**config.mk**
```make
export PLATFORM = sky130hd
export DESIGN_NAME = csc_status_top
export DESIGN_NICKNAME = d
export VERILOG_FILES = /design/src/pkg/csc_pkg.sv /design/src/rtl/csc_status_top.sv /design/src/rtl/csc_sync_count.sv /design/src/rtl/csc_chan_flags.sv
export SDC_FILE = /design/constraint.sdc
export NUM_CORES = 1
export LEC_CHECK = 0
export BUFFER_PORTS_ARGS = -buffer_cell sky130_fd_sc_hd__buf_2
export CORE_AREA = 4 4 119 121
export DETAILED_ROUTE_END_ITERATION = 10
export DIE_AREA = 0 0 123 125
export PLACE_DENSITY = 0.65
export SETUP_SLACK_MARGIN = 0.4
export SYNTH_ARGS = -nofsm -noshare
export SYNTH_HDL_FRONTEND = slang
export SYNTH_HIERARCHICAL = 1
export SYNTH_SLANG_ARGS = --single-unit
export TNS_END_PERCENT = 10
```
**constraint.sdc**
```tcl
create_clock -name mclk -period 1.5 [get_ports mclk]
set_input_delay 0.075 -clock mclk [delete_from_list [all_inputs] [get_ports mclk]]
set_output_delay 0.075 -clock mclk [all_outputs]
set_load 0.02 [all_outputs]
```
**src/pkg/csc_pkg.sv**
```systemverilog
// constants shared by the cluster sync / channel status block
package csc_pkg;

  // =====================================================================
  // register offsets
  localparam logic [11:0] SYNC_STATUS_OFFSET = 12'h120;
  localparam logic [11:0] WINDOW_STATUS_OFFSET = 12'h124;
  localparam logic [11:0] AGG_STATUS_OFFSET = 12'h128;

  // =====================================================================
  // reset values
  localparam logic [31:0] SYNC_STATUS_RESET = 32'h0000_0000;
  localparam logic [31:0] WINDOW_STATUS_RESET = 32'h0000_0000;
  localparam logic [31:0] AGG_STATUS_RESET = 32'h0000_0000;
  localparam logic [3:0] COUNT_RESET = 4'h0;

  // =====================================================================
  // widths and limits
  localparam int COUNT_W = 4;
  localparam logic [3:0] SYNC_COUNT_MAX = 4'hf;
  localparam int RATE_W = 12;
  localparam int MAX_RATE_W = 11;
  localparam int OFFSET_W = 19;
  localparam int MAX_OFFSET_W = 14;
  localparam int FLAGS_W = 5;

  // =====================================================================
  // sync frame status field positions
  localparam int RATE_LIMIT_BIT = 19;
  localparam int MISSING_RATE_BIT = 18;
  localparam int OFFSET_LIMIT_BIT = 17;
  localparam int MISSING_OFFSET_BIT = 16;
  localparam int COUNT_B_ODD_LSB = 12;
  localparam int COUNT_B_EVEN_LSB = 8;
  localparam int COUNT_A_ODD_LSB = 4;
  localparam int COUNT_A_EVEN_LSB = 0;

  // =====================================================================
  // symbol window / idle status field positions
  localparam int IDLE_BOUNDARY_B_BIT = 11;
  localparam int IDLE_SYNTAX_B_BIT = 10;
  localparam int IDLE_BOUNDARY_A_BIT = 9;
  localparam int IDLE_SYNTAX_A_BIT = 8;
  localparam int TEST_SYMBOL_B_BIT = 7;
  localparam int TEST_SYMBOL_A_BIT = 6;
  localparam int WIN_COLLISION_B_BIT = 5;
  localparam int WIN_BOUNDARY_B_BIT = 4;
  localparam int WIN_SYNTAX_B_BIT = 3;
  localparam int WIN_COLLISION_A_BIT = 2;
  localparam int WIN_BOUNDARY_A_BIT = 1;
  localparam int WIN_SYNTAX_A_BIT = 0;

  // =====================================================================
  // aggregated status: per-channel flag order, channel b sits 8 higher
  localparam int FLAG_VALID_FRAME = 0;
  localparam int FLAG_SYNTAX = 1;
  localparam int FLAG_CONTENT = 2;
  localparam int FLAG_EXTRA = 3;
  localparam int FLAG_BOUNDARY = 4;
  localparam int AGG_A_LSB = 0;
  localparam int AGG_B_LSB = 8;

endpackage

```
**src/rtl/csc_status_top.sv**
```systemverilog
`timescale 1ns/1ps
`default_nettype none
// Contract
// - at most fifteen sync frames counted per cycle
// - rate limit flag bit 19 at offset phase
// - missing rate flag bit 18 when rate skipped
// - offset limit flag bit 17 at offset phase
// - missing offset flag bit 16 when offset skipped
// - odd cycle counts stored during idle time
// - even cycle counts stored during idle time
// - counts meaningful only for assigned channels
// - idle boundary/syntax flags updated at idle end
// - window flags update at window end, not startup
// - test symbol seen flags bits 7 and 6
// - window collision flags bits 5 and 2
// - window boundary flags bits 4 and 1
// - window syntax flags bits 3 and 0
// - aggregated status gathers slot, window, idle events
// - aggregated flags sticky, write one clears, reset clears
// - valid frame flags bits 8 and 0
// - boundary flags bits 12 and 4
// - extra traffic flag bit 3 on mixed slot
// - content error flag bit 2
// - syntax error flag bit 1
// - new error flag pulses channel error interrupt
module csc_status_top
(
  input wire logic mclk,
  input wire logic reset_n,
  // host register access
  input wire logic reg_rd,
  input wire logic reg_wr,
  input wire logic [11:0] reg_addr,
  input wire logic [31:0] reg_wdata,
  output logic [31:0] reg_rdata,
  // configuration
  input wire logic channel_a_assigned,
  input wire logic channel_b_assigned,
  input wire logic [csc_pkg::MAX_RATE_W-1:0] max_rate_correction,
  input wire logic [csc_pkg::MAX_OFFSET_W-1:0] max_offset_correction,
  // clock sync results
  input wire logic offset_phase_start,
  input wire logic [csc_pkg::RATE_W-1:0] rate_correction,
  input wire logic [csc_pkg::OFFSET_W-1:0] offset_correction,
  input wire logic rate_skipped,
  input wire logic offset_skipped,
  // cycle timing
  input wire logic cycle_start,
  input wire logic cycle_odd,
  input wire logic network_idle_time,
  input wire logic startup_active,
  input wire logic sync_valid_a,
  input wire logic sync_valid_b,
  // slot results, sampled on slot_end
  input wire logic slot_end_a,
  input wire logic slot_valid_a,
  input wire logic slot_syntax_a,
  input wire logic slot_content_a,
  input wire logic slot_boundary_a,
  input wire logic slot_end_b,
  input wire logic slot_valid_b,
  input wire logic slot_syntax_b,
  input wire logic slot_content_b,
  input wire logic slot_boundary_b,
  // symbol window results, sampled on window_end
  input wire logic window_end_a,
  input wire logic window_symbol_a,
  input wire logic window_collision_a,
  input wire logic window_boundary_a,
  input wire logic window_syntax_a,
  input wire logic window_end_b,
  input wire logic window_symbol_b,
  input wire logic window_collision_b,
  input wire logic window_boundary_b,
  input wire logic window_syntax_b,
  // idle time results, sampled on idle_end
  input wire logic idle_end_a,
  input wire logic idle_boundary_in_a,
  input wire logic idle_syntax_in_a,
  input wire logic idle_end_b,
  input wire logic idle_boundary_in_b,
  input wire logic idle_syntax_in_b,
  // error interrupt pulses
  output logic error_detected_a_irq,
  output logic error_detected_b_irq
);

  // =====================================================================
  // state
  typedef struct packed
  {
    logic rate_limit_flag;
    logic missing_rate_signal;
    logic offset_limit_flag;
    logic missing_offset_signal;
    logic [3:0] sync_count_b_odd;
    logic [3:0] sync_count_b_even;
    logic [3:0] sync_count_a_odd;
    logic [3:0] sync_count_a_even;
    logic idle_boundary_b;
    logic idle_syntax_b;
    logic idle_boundary_a;
    logic idle_syntax_a;
    logic test_symbol_seen_b;
    logic test_symbol_seen_a;
    logic window_collision_b;
    logic window_boundary_b;
    logic window_syntax_b;
    logic window_collision_a;
    logic window_boundary_a;
    logic window_syntax_a;
    logic idle_seen;
    logic [31:0] rdata;
  } csc_top_state_type;

  csc_top_state_type state_ff;
  csc_top_state_type nxt_state;

  logic [3:0] count_a;
  logic [3:0] count_b;
  logic [csc_pkg::FLAGS_W-1:0] events_a;
  logic [csc_pkg::FLAGS_W-1:0] events_b;
  logic [csc_pkg::FLAGS_W-1:0] flags_a;
  logic [csc_pkg::FLAGS_W-1:0] flags_b;
  logic agg_clear_wr;
  logic [csc_pkg::RATE_W-1:0] rate_abs;
  logic [csc_pkg::OFFSET_W-1:0] offset_abs;
  logic rate_over;
  logic offset_over;
  logic idle_first;
  logic [31:0] sync_word;
  logic [31:0] window_word;
  logic [31:0] agg_word;

  // =====================================================================
  // sync frame counters
  csc_sync_count u_count_a
  (
    .mclk(mclk),
    .reset_n(reset_n),
    .cycle_start(cycle_start),
    .frame_valid(sync_valid_a),
    .chan_assigned(channel_a_assigned),
    .count_ff(count_a)
  );

  csc_sync_count u_count_b
  (
    .mclk(mclk),
    .reset_n(reset_n),
    .cycle_start(cycle_start),
    .frame_valid(sync_valid_b),
    .chan_assigned(channel_b_assigned),
    .count_ff(count_b)
  );

  // =====================================================================
  // correction limit compare, two's complement magnitude
  always_comb
  begin
    rate_abs = rate_correction[csc_pkg::RATE_W-1] ? (~rate_correction + 12'h001) :
      rate_correction;
    offset_abs = offset_correction[csc_pkg::OFFSET_W-1] ?
      (~offset_correction + 19'h0_0001) : offset_correction;
    rate_over = rate_abs > {1'b0, max_rate_correction};
    offset_over = offset_abs > {5'h00, max_offset_correction};
  end

  // =====================================================================
  // aggregated events per channel
  always_comb
  begin
    events_a = '0;
    events_a[csc_pkg::FLAG_VALID_FRAME] = slot_end_a & slot_valid_a;
    events_a[csc_pkg::FLAG_CONTENT] = slot_end_a & slot_content_a;
    events_a[csc_pkg::FLAG_EXTRA] = slot_end_a & slot_valid_a &
      (slot_syntax_a | slot_content_a | slot_boundary_a);
    events_a[csc_pkg::FLAG_SYNTAX] = (slot_end_a & slot_syntax_a) |
      (window_end_a & window_syntax_a) | (idle_end_a & idle_syntax_in_a);
    events_a[csc_pkg::FLAG_BOUNDARY] = (slot_end_a & slot_boundary_a) |
      (window_end_a & window_boundary_a) | (idle_end_a & idle_boundary_in_a);
    events_b = '0;
    events_b[csc_pkg::FLAG_VALID_FRAME] = slot_end_b & slot_valid_b;
    events_b[csc_pkg::FLAG_CONTENT] = slot_end_b & slot_content_b;
    events_b[csc_pkg::FLAG_EXTRA] = slot_end_b & slot_valid_b &
      (slot_syntax_b | slot_content_b | slot_boundary_b);
    events_b[csc_pkg::FLAG_SYNTAX] = (slot_end_b & slot_syntax_b) |
      (window_end_b & window_syntax_b) | (idle_end_b & idle_syntax_in_b);
    events_b[csc_pkg::FLAG_BOUNDARY] = (slot_end_b & slot_boundary_b) |
      (window_end_b & window_boundary_b) | (idle_end_b & idle_boundary_in_b);
  end

  assign agg_clear_wr = reg_wr && reg_addr == csc_pkg::AGG_STATUS_OFFSET;

  csc_chan_flags u_flags_a
  (
    .mclk(mclk),
    .reset_n(reset_n),
    .set_events(events_a),
    .clear_wr(agg_clear_wr),
    .clear_mask(reg_wdata[csc_pkg::AGG_A_LSB +: csc_pkg::FLAGS_W]),
    .flags_ff(flags_a),
    .error_irq_ff(error_detected_a_irq)
  );

  csc_chan_flags u_flags_b
  (
    .mclk(mclk),
    .reset_n(reset_n),
    .set_events(events_b),
    .clear_wr(agg_clear_wr),
    .clear_mask(reg_wdata[csc_pkg::AGG_B_LSB +: csc_pkg::FLAGS_W]),
    .flags_ff(flags_b),
    .error_irq_ff(error_detected_b_irq)
  );

  // =====================================================================
  // register images
  always_comb
  begin
    sync_word = csc_pkg::SYNC_STATUS_RESET;
    sync_word[csc_pkg::RATE_LIMIT_BIT] = state_ff.rate_limit_flag;
    sync_word[csc_pkg::MISSING_RATE_BIT] = state_ff.missing_rate_signal;
    sync_word[csc_pkg::OFFSET_LIMIT_BIT] = state_ff.offset_limit_flag;
    sync_word[csc_pkg::MISSING_OFFSET_BIT] = state_ff.missing_offset_signal;
    sync_word[csc_pkg::COUNT_B_ODD_LSB +: 4] = state_ff.sync_count_b_odd;
    sync_word[csc_pkg::COUNT_B_EVEN_LSB +: 4] = state_ff.sync_count_b_even;
    sync_word[csc_pkg::COUNT_A_ODD_LSB +: 4] = state_ff.sync_count_a_odd;
    sync_word[csc_pkg::COUNT_A_EVEN_LSB +: 4] = state_ff.sync_count_a_even;
    window_word = csc_pkg::WINDOW_STATUS_RESET;
    window_word[csc_pkg::IDLE_BOUNDARY_B_BIT] = state_ff.idle_boundary_b;
    window_word[csc_pkg::IDLE_SYNTAX_B_BIT] = state_ff.idle_syntax_b;
    window_word[csc_pkg::IDLE_BOUNDARY_A_BIT] = state_ff.idle_boundary_a;
    window_word[csc_pkg::IDLE_SYNTAX_A_BIT] = state_ff.idle_syntax_a;
    window_word[csc_pkg::TEST_SYMBOL_B_BIT] = state_ff.test_symbol_seen_b;
    window_word[csc_pkg::TEST_SYMBOL_A_BIT] = state_ff.test_symbol_seen_a;
    window_word[csc_pkg::WIN_COLLISION_B_BIT] = state_ff.window_collision_b;
    window_word[csc_pkg::WIN_BOUNDARY_B_BIT] = state_ff.window_boundary_b;
    window_word[csc_pkg::WIN_SYNTAX_B_BIT] = state_ff.window_syntax_b;
    window_word[csc_pkg::WIN_COLLISION_A_BIT] = state_ff.window_collision_a;
    window_word[csc_pkg::WIN_BOUNDARY_A_BIT] = state_ff.window_boundary_a;
    window_word[csc_pkg::WIN_SYNTAX_A_BIT] = state_ff.window_syntax_a;
    agg_word = csc_pkg::AGG_STATUS_RESET;
    agg_word[csc_pkg::AGG_A_LSB +: csc_pkg::FLAGS_W] = flags_a;
    agg_word[csc_pkg::AGG_B_LSB +: csc_pkg::FLAGS_W] = flags_b;
  end

  // store on the first cycle of each idle time
  assign idle_first = network_idle_time && !state_ff.idle_seen;

  // =====================================================================
  // next state
  always_comb
  begin
    nxt_state = state_ff;
    nxt_state.idle_seen = network_idle_time;
    if (offset_phase_start)
    begin
      nxt_state.rate_limit_flag = rate_over;
      nxt_state.missing_rate_signal = rate_skipped;
      nxt_state.offset_limit_flag = offset_over;
      nxt_state.missing_offset_signal = offset_skipped;
    end
    if (idle_first && cycle_odd)
    begin
      nxt_state.sync_count_b_odd = count_b;
      nxt_state.sync_count_a_odd = count_a;
    end
    if (idle_first && !cycle_odd)
    begin
      nxt_state.sync_count_b_even = count_b;
      nxt_state.sync_count_a_even = count_a;
    end
    if (idle_end_a)
    begin
      nxt_state.idle_boundary_a = idle_boundary_in_a;
      nxt_state.idle_syntax_a = idle_syntax_in_a;
    end
    if (idle_end_b)
    begin
      nxt_state.idle_boundary_b = idle_boundary_in_b;
      nxt_state.idle_syntax_b = idle_syntax_in_b;
    end
    if (window_end_a && !startup_active)
    begin
      nxt_state.test_symbol_seen_a = window_symbol_a;
      nxt_state.window_collision_a = window_collision_a;
      nxt_state.window_boundary_a = window_boundary_a;
      nxt_state.window_syntax_a = window_syntax_a;
    end
    if (window_end_b && !startup_active)
    begin
      nxt_state.test_symbol_seen_b = window_symbol_b;
      nxt_state.window_collision_b = window_collision_b;
      nxt_state.window_boundary_b = window_boundary_b;
      nxt_state.window_syntax_b = window_syntax_b;
    end
    nxt_state.rdata = 32'h0000_0000;
    if (reg_rd)
    begin
      case (reg_addr)
        csc_pkg::SYNC_STATUS_OFFSET: nxt_state.rdata = sync_word;
        csc_pkg::WINDOW_STATUS_OFFSET: nxt_state.rdata = window_word;
        csc_pkg::AGG_STATUS_OFFSET: nxt_state.rdata = agg_word;
        default: nxt_state.rdata = 32'h0000_0000;
      endcase
    end
  end

  always_ff @(posedge mclk or negedge reset_n)
  begin
    if (!reset_n)
    begin
      state_ff <= '0;
    end
    else
    begin
      state_ff <= nxt_state;
    end
  end

  assign reg_rdata = state_ff.rdata;
endmodule
`default_nettype wire

```
**src/rtl/csc_sync_count.sv**
```systemverilog
`timescale 1ns/1ps
`default_nettype none
// per-channel valid sync frame counter for one communication cycle
module csc_sync_count
(
  input wire logic mclk,
  input wire logic reset_n,
  input wire logic cycle_start,
  input wire logic frame_valid,
  input wire logic chan_assigned,
  output logic [csc_pkg::COUNT_W-1:0] count_ff
);

  typedef struct packed
  {
    logic [csc_pkg::COUNT_W-1:0] count;
  } csc_cnt_state_type;

  csc_cnt_state_type state_ff;
  csc_cnt_state_type nxt_state;

  always_comb
  begin
    nxt_state = state_ff;
    if (cycle_start || !chan_assigned)
    begin
      nxt_state.count = csc_pkg::COUNT_RESET;
    end
    else if (frame_valid && state_ff.count != csc_pkg::SYNC_COUNT_MAX)
    begin
      nxt_state.count = state_ff.count + 4'h1;
    end
  end

  always_ff @(posedge mclk or negedge reset_n)
  begin
    if (!reset_n)
    begin
      state_ff <= '0;
    end
    else
    begin
      state_ff <= nxt_state;
    end
  end

  assign count_ff = state_ff.count;
endmodule
`default_nettype wire

```
**src/rtl/csc_chan_flags.sv**
```systemverilog
`timescale 1ns/1ps
`default_nettype none
// sticky aggregated flags of one channel with write-one-to-clear and error pulse
module csc_chan_flags
(
  input wire logic mclk,
  input wire logic reset_n,
  input wire logic [csc_pkg::FLAGS_W-1:0] set_events,
  input wire logic clear_wr,
  input wire logic [csc_pkg::FLAGS_W-1:0] clear_mask,
  output logic [csc_pkg::FLAGS_W-1:0] flags_ff,
  output logic error_irq_ff
);

  typedef struct packed
  {
    logic [csc_pkg::FLAGS_W-1:0] flags;
    logic irq;
  } csc_flag_state_type;

  csc_flag_state_type state_ff;
  csc_flag_state_type nxt_state;
  logic [csc_pkg::FLAGS_W-1:0] clr_bits;
  logic [csc_pkg::FLAGS_W-1:0] rising;

  always_comb
  begin
    clr_bits = clear_wr ? clear_mask : '0;
    nxt_state.flags = (state_ff.flags & ~clr_bits) | set_events;
    rising = nxt_state.flags & ~state_ff.flags;
    // valid frame alone is not an error
    nxt_state.irq = |(rising & ~(5'h01 << csc_pkg::FLAG_VALID_FRAME));
  end

  always_ff @(posedge mclk or negedge reset_n)
  begin
    if (!reset_n)
    begin
      state_ff <= '0;
    end
    else
    begin
      state_ff <= nxt_state;
    end
  end

  assign flags_ff = state_ff.flags;
  assign error_irq_ff = state_ff.irq;
endmodule
`default_nettype wire

```
==> flow_metrics.tcl <==
set metrics [dict create \
    ioPinCount 175 \
    grt_use_met3_pct 2.575 \
    ant_nets 0 \
    seqPwrFrac_pct 39.6 \
    drive_above_1_share_pct 46.73 \
    vias 4091 \
    synth_seq_cells 73 \
    synthMuxAreaShare_pct 6.929 \
    track_usage_pct 16.54 \
    wirelength_mm 12.98 \
    hold_viol 0 \
    grt_use_met2_pct 28.56 \
    busiest_layer "met2" \
    postPlaceCellArea_um2 5719 \
    drc 0 \
    fin_crit_ps 2624 \
    grt_setup_unrepaired "yes" \
    p_switching_mw 1.302 \
    critPathRequiredTime_ps 1740 \
    crit_slowest_cell "or4_4" \
    netlist_area_um2 4514 \
    routedWlPerCell_um 15.56 \
    yosysWarnings 6 \
    yosys-top-cells-count "dfrtp_1, inv_1, nand2_1, buf_4, ha_1" \
    drv_slew 0 \
    rows 42 \
    die_w_um 123 \
    setup_viol 2 \
    cts_tree "built" \
    antenna_found_initial 1 \
    synthFlopType "dfrtp_1" \
    grt_overflow_total 0 \
    area_delta_synth_final_pct 44.65 \
    netlist_instances 461 \
    clkSinkCount 73 \
    die_y_um 125 \
    synthAdderAreaFrac_pct 8.038 \
    cts_buffer_depth 2 \
    ir_worst_vdd_v 0.0006203 \
    regArea_um2 1827 \
    status "finished with violations" \
    period_share_pct 174.9 \
    yosys.area_share.simple_pct 16.52 \
    p_leak_nw 3.168 \
    drt-vias-per-instance 4.905 \
    insertion_delay_ps 330 \
    grt_pass1_wl_mm 20.63 \
    dp_hpwl_mm 9.778 \
    met1_usage_pct 20.52 \
    yosysMostFrequentCell "dfrtp_1" \
    crit_top_cell "or3_4" \
    setup-tns-final_ps -1549 \
    grt_pass1_vias 4374 \
    drt_iter0_markers 227 \
    initial_utilization_pct 34.50 \
    start_kind "input port" \
    final_util_pct 49.90 \
    critPathArrivalTime_ps 2870 \
    port_buffers 140 \
    violations "negative setup slack" \
    gp_congestion 0.9047 \
    yosysTopAreaCell "dfrtp_1" \
    cts_root_buf "clkbuf_16" \
    multi_input_area_um2 2684 \
    die_area_um2 15380 \
    fin_cells 834 \
    synth-async-reset-ratio_pct 100.0 \
    crit_family "simple AND/OR/NAND/NOR gates" \
    cp_num_buf_inv 1 \
    cp-end-kind "register" \
    max_clock_freq_mhz 381.1 \
    cts_buffers 9 \
    path_clk_slew_ps 50 \
    ys_seq_area_share_pct 40.47 \
    syn-mean-instance-area_um2 9.792 \
    synthXorXnorAreaFrac_pct 4.074 \
    worstSetupPathType "in -> reg" \
    core_um2 13090 \
    synth_compound_area_share_pct 14.50 \
    grt_max_degree 32 \
    synth_top_area_share_pct 40.47 \
    max-cap-violations 0 \
    skew_ps 3.658 \
    placed_cells 802 \
    synth_cell_types 52 \
    design_area_um2 6530 \
    path_max_fanout 2 \
    num-fill-cells 1156 \
    cp_cell_sequence "buf_6, or3_4, or4_4, o41ai_4, xnor2_1, ha_1, nand4_1, or3_4, o221ai_2, or3b_4, a41oi_2" \
    max_stage_delay_ps 450 \
    synth_top_family_by_area "simple AND/OR/NAND/NOR gates" \
    total_power_mw 5.271 \
    clkPwrFrac_pct 41.2 \
    netSwitchingFraction_pct 24.70 \
    drt_pre_antenna_iters 4 \
    nNetsFinal 822 \
    pwr-share-comb_pct 19.2 \
    p_int_mw 3.969 \
    netlist_top_cells_area "dfrtp_1, ha_1, buf_4, mux2_2, xnor2_1" \
    fin_ws_ps -1124 \
    synth-edff-count 0 \
    min_path_type "in -> reg" \
    h-tree-depth 3 \
    p_per_area_nw_per_um2 807.3 \
]
==> placed cells by master, fill, tap and decap left out, types with 9 or more instances in the layout <==
master	n
inv_1	41
buf_6	14
xnor2_1	21
ha_1	26
clkbuf_16	9
nor2_1	20
a21oi_1	12
a222oi_1	9
dlygate4sd3_1	9
buf_4	50
a21o_1	12
buf_2	134
o21ai_0	11
conb_1	12
dfrtp_1	73
nand2b_1	11
nand2_1	25
nand2_2	10
mux2_2	10
mux2_4	16
and3_4	9
==> power groups by stage <==
| stage | sequential [mW] | clock, mW | combinational [mW] |
|---|---|---|---|
| floorplan | 2.10 | 0 | 0.477 |
| global placement | 2.11 | 0 | 0.873 |
| detailed placement | 2.12 | 0 | 0.912 |
| CTS | 2.09 | 2.20 | 0.987 |
| global route | 2.10 | 2.30 | 1.13 |
| finish | 2.09 | 2.17 | 1.01 |
==> cell type report <==
class / count / share of cell area (%)
Inverter: 41 / 2.357
Multi-Input combinational cell: 318 / 41.10
Timing Repair Buffer: 209 / 20.43
Sequential cell: 73 / 27.97
Clock buffer: 14 / 4.196
Clock inverter: 2 / 0.5365
Antenna cell: 1 / 0.03832
Tap cell: 176 / 3.372
==> registers in the layout, summed over array words and instances (netlist names) <==
signal,count
u_flags_a/error_irq_ff,1
u_flags_b/flags_ff,5
u_count_a/count_ff,4
u_flags_b/error_irq_ff,1
u_count_b/count_ff,4
u_flags_a/flags_ff,5
state_ff,33
reg_rdata,20
==> layer usage <==
metal	wire length [µm]	part of all wire (%)
met1	5296	41
met2	6615	51
met3	754	5.8
met4	307	2.4
met5	0	0
==> timing repair <==
item                                    CTS  global route
endpoints found under the setup margin   56            55
hold buffers                              9             0
buffers inserted                          5             0
cloned                                    1             0
pin swaps                                77            77
endpoints found under the hold margin    39             0
resized for setup                        67            24
==> path summary, 6_finish.rpt <==
path / slack [ps] / end / cells past startpoint / startpoint
min reg2reg: 500 / u_flags_a/flags_ff[0] / 1 / u_flags_a/flags_ff[0]
min in group asynchronous: 220 / u_count_a/count_ff[1] / 2 / reset_n
min: 4 / state_ff[41] / 3 / idle_syntax_in_a
max reg2reg: 130 / u_count_a/count_ff[0] / 4 / u_count_a/count_ff[0]
max: -1120 / state_ff[62] / 11 / offset_correction[4]
max in group asynchronous: 720 / u_count_b/count_ff[2] / 3 / reset_n
==> through the flow <==
stage | hold WS (ps) | worst slack [ps]
after floorplan | -220.6 | -1298
after global placement | 29.87 | -1493
after detailed placement | 41.06 | -1660
after CTS | 3.245 | -1137
after global routing | 5.342 | -1197
final | 3.530 | -1124
==> worst reg2reg max path, delay by kind of cell (launching register included) <==
family | cells | cell delay, ps
AO/OA/AOI/OAI | 1 | 140
adder cells (fa/ha/maj) | 1 | 210
flip-flops | 1 | 410
AND/OR/NAND/NOR | 2 | 530
==> cell families (layout without fill, tap and decap cells) <==
group / count (synthesis) / in the layout
compound gates: 95 / 95
buf+inv: 81 / 266
xor+xnor: 21 / 21
simple gates: 133 / 133
other cells: 1 / 13
fa+ha+maj: 29 / 29
flops: 73 / 73
mux: 28 / 28
No activity file was read; power rests on OpenSTA's default activity.
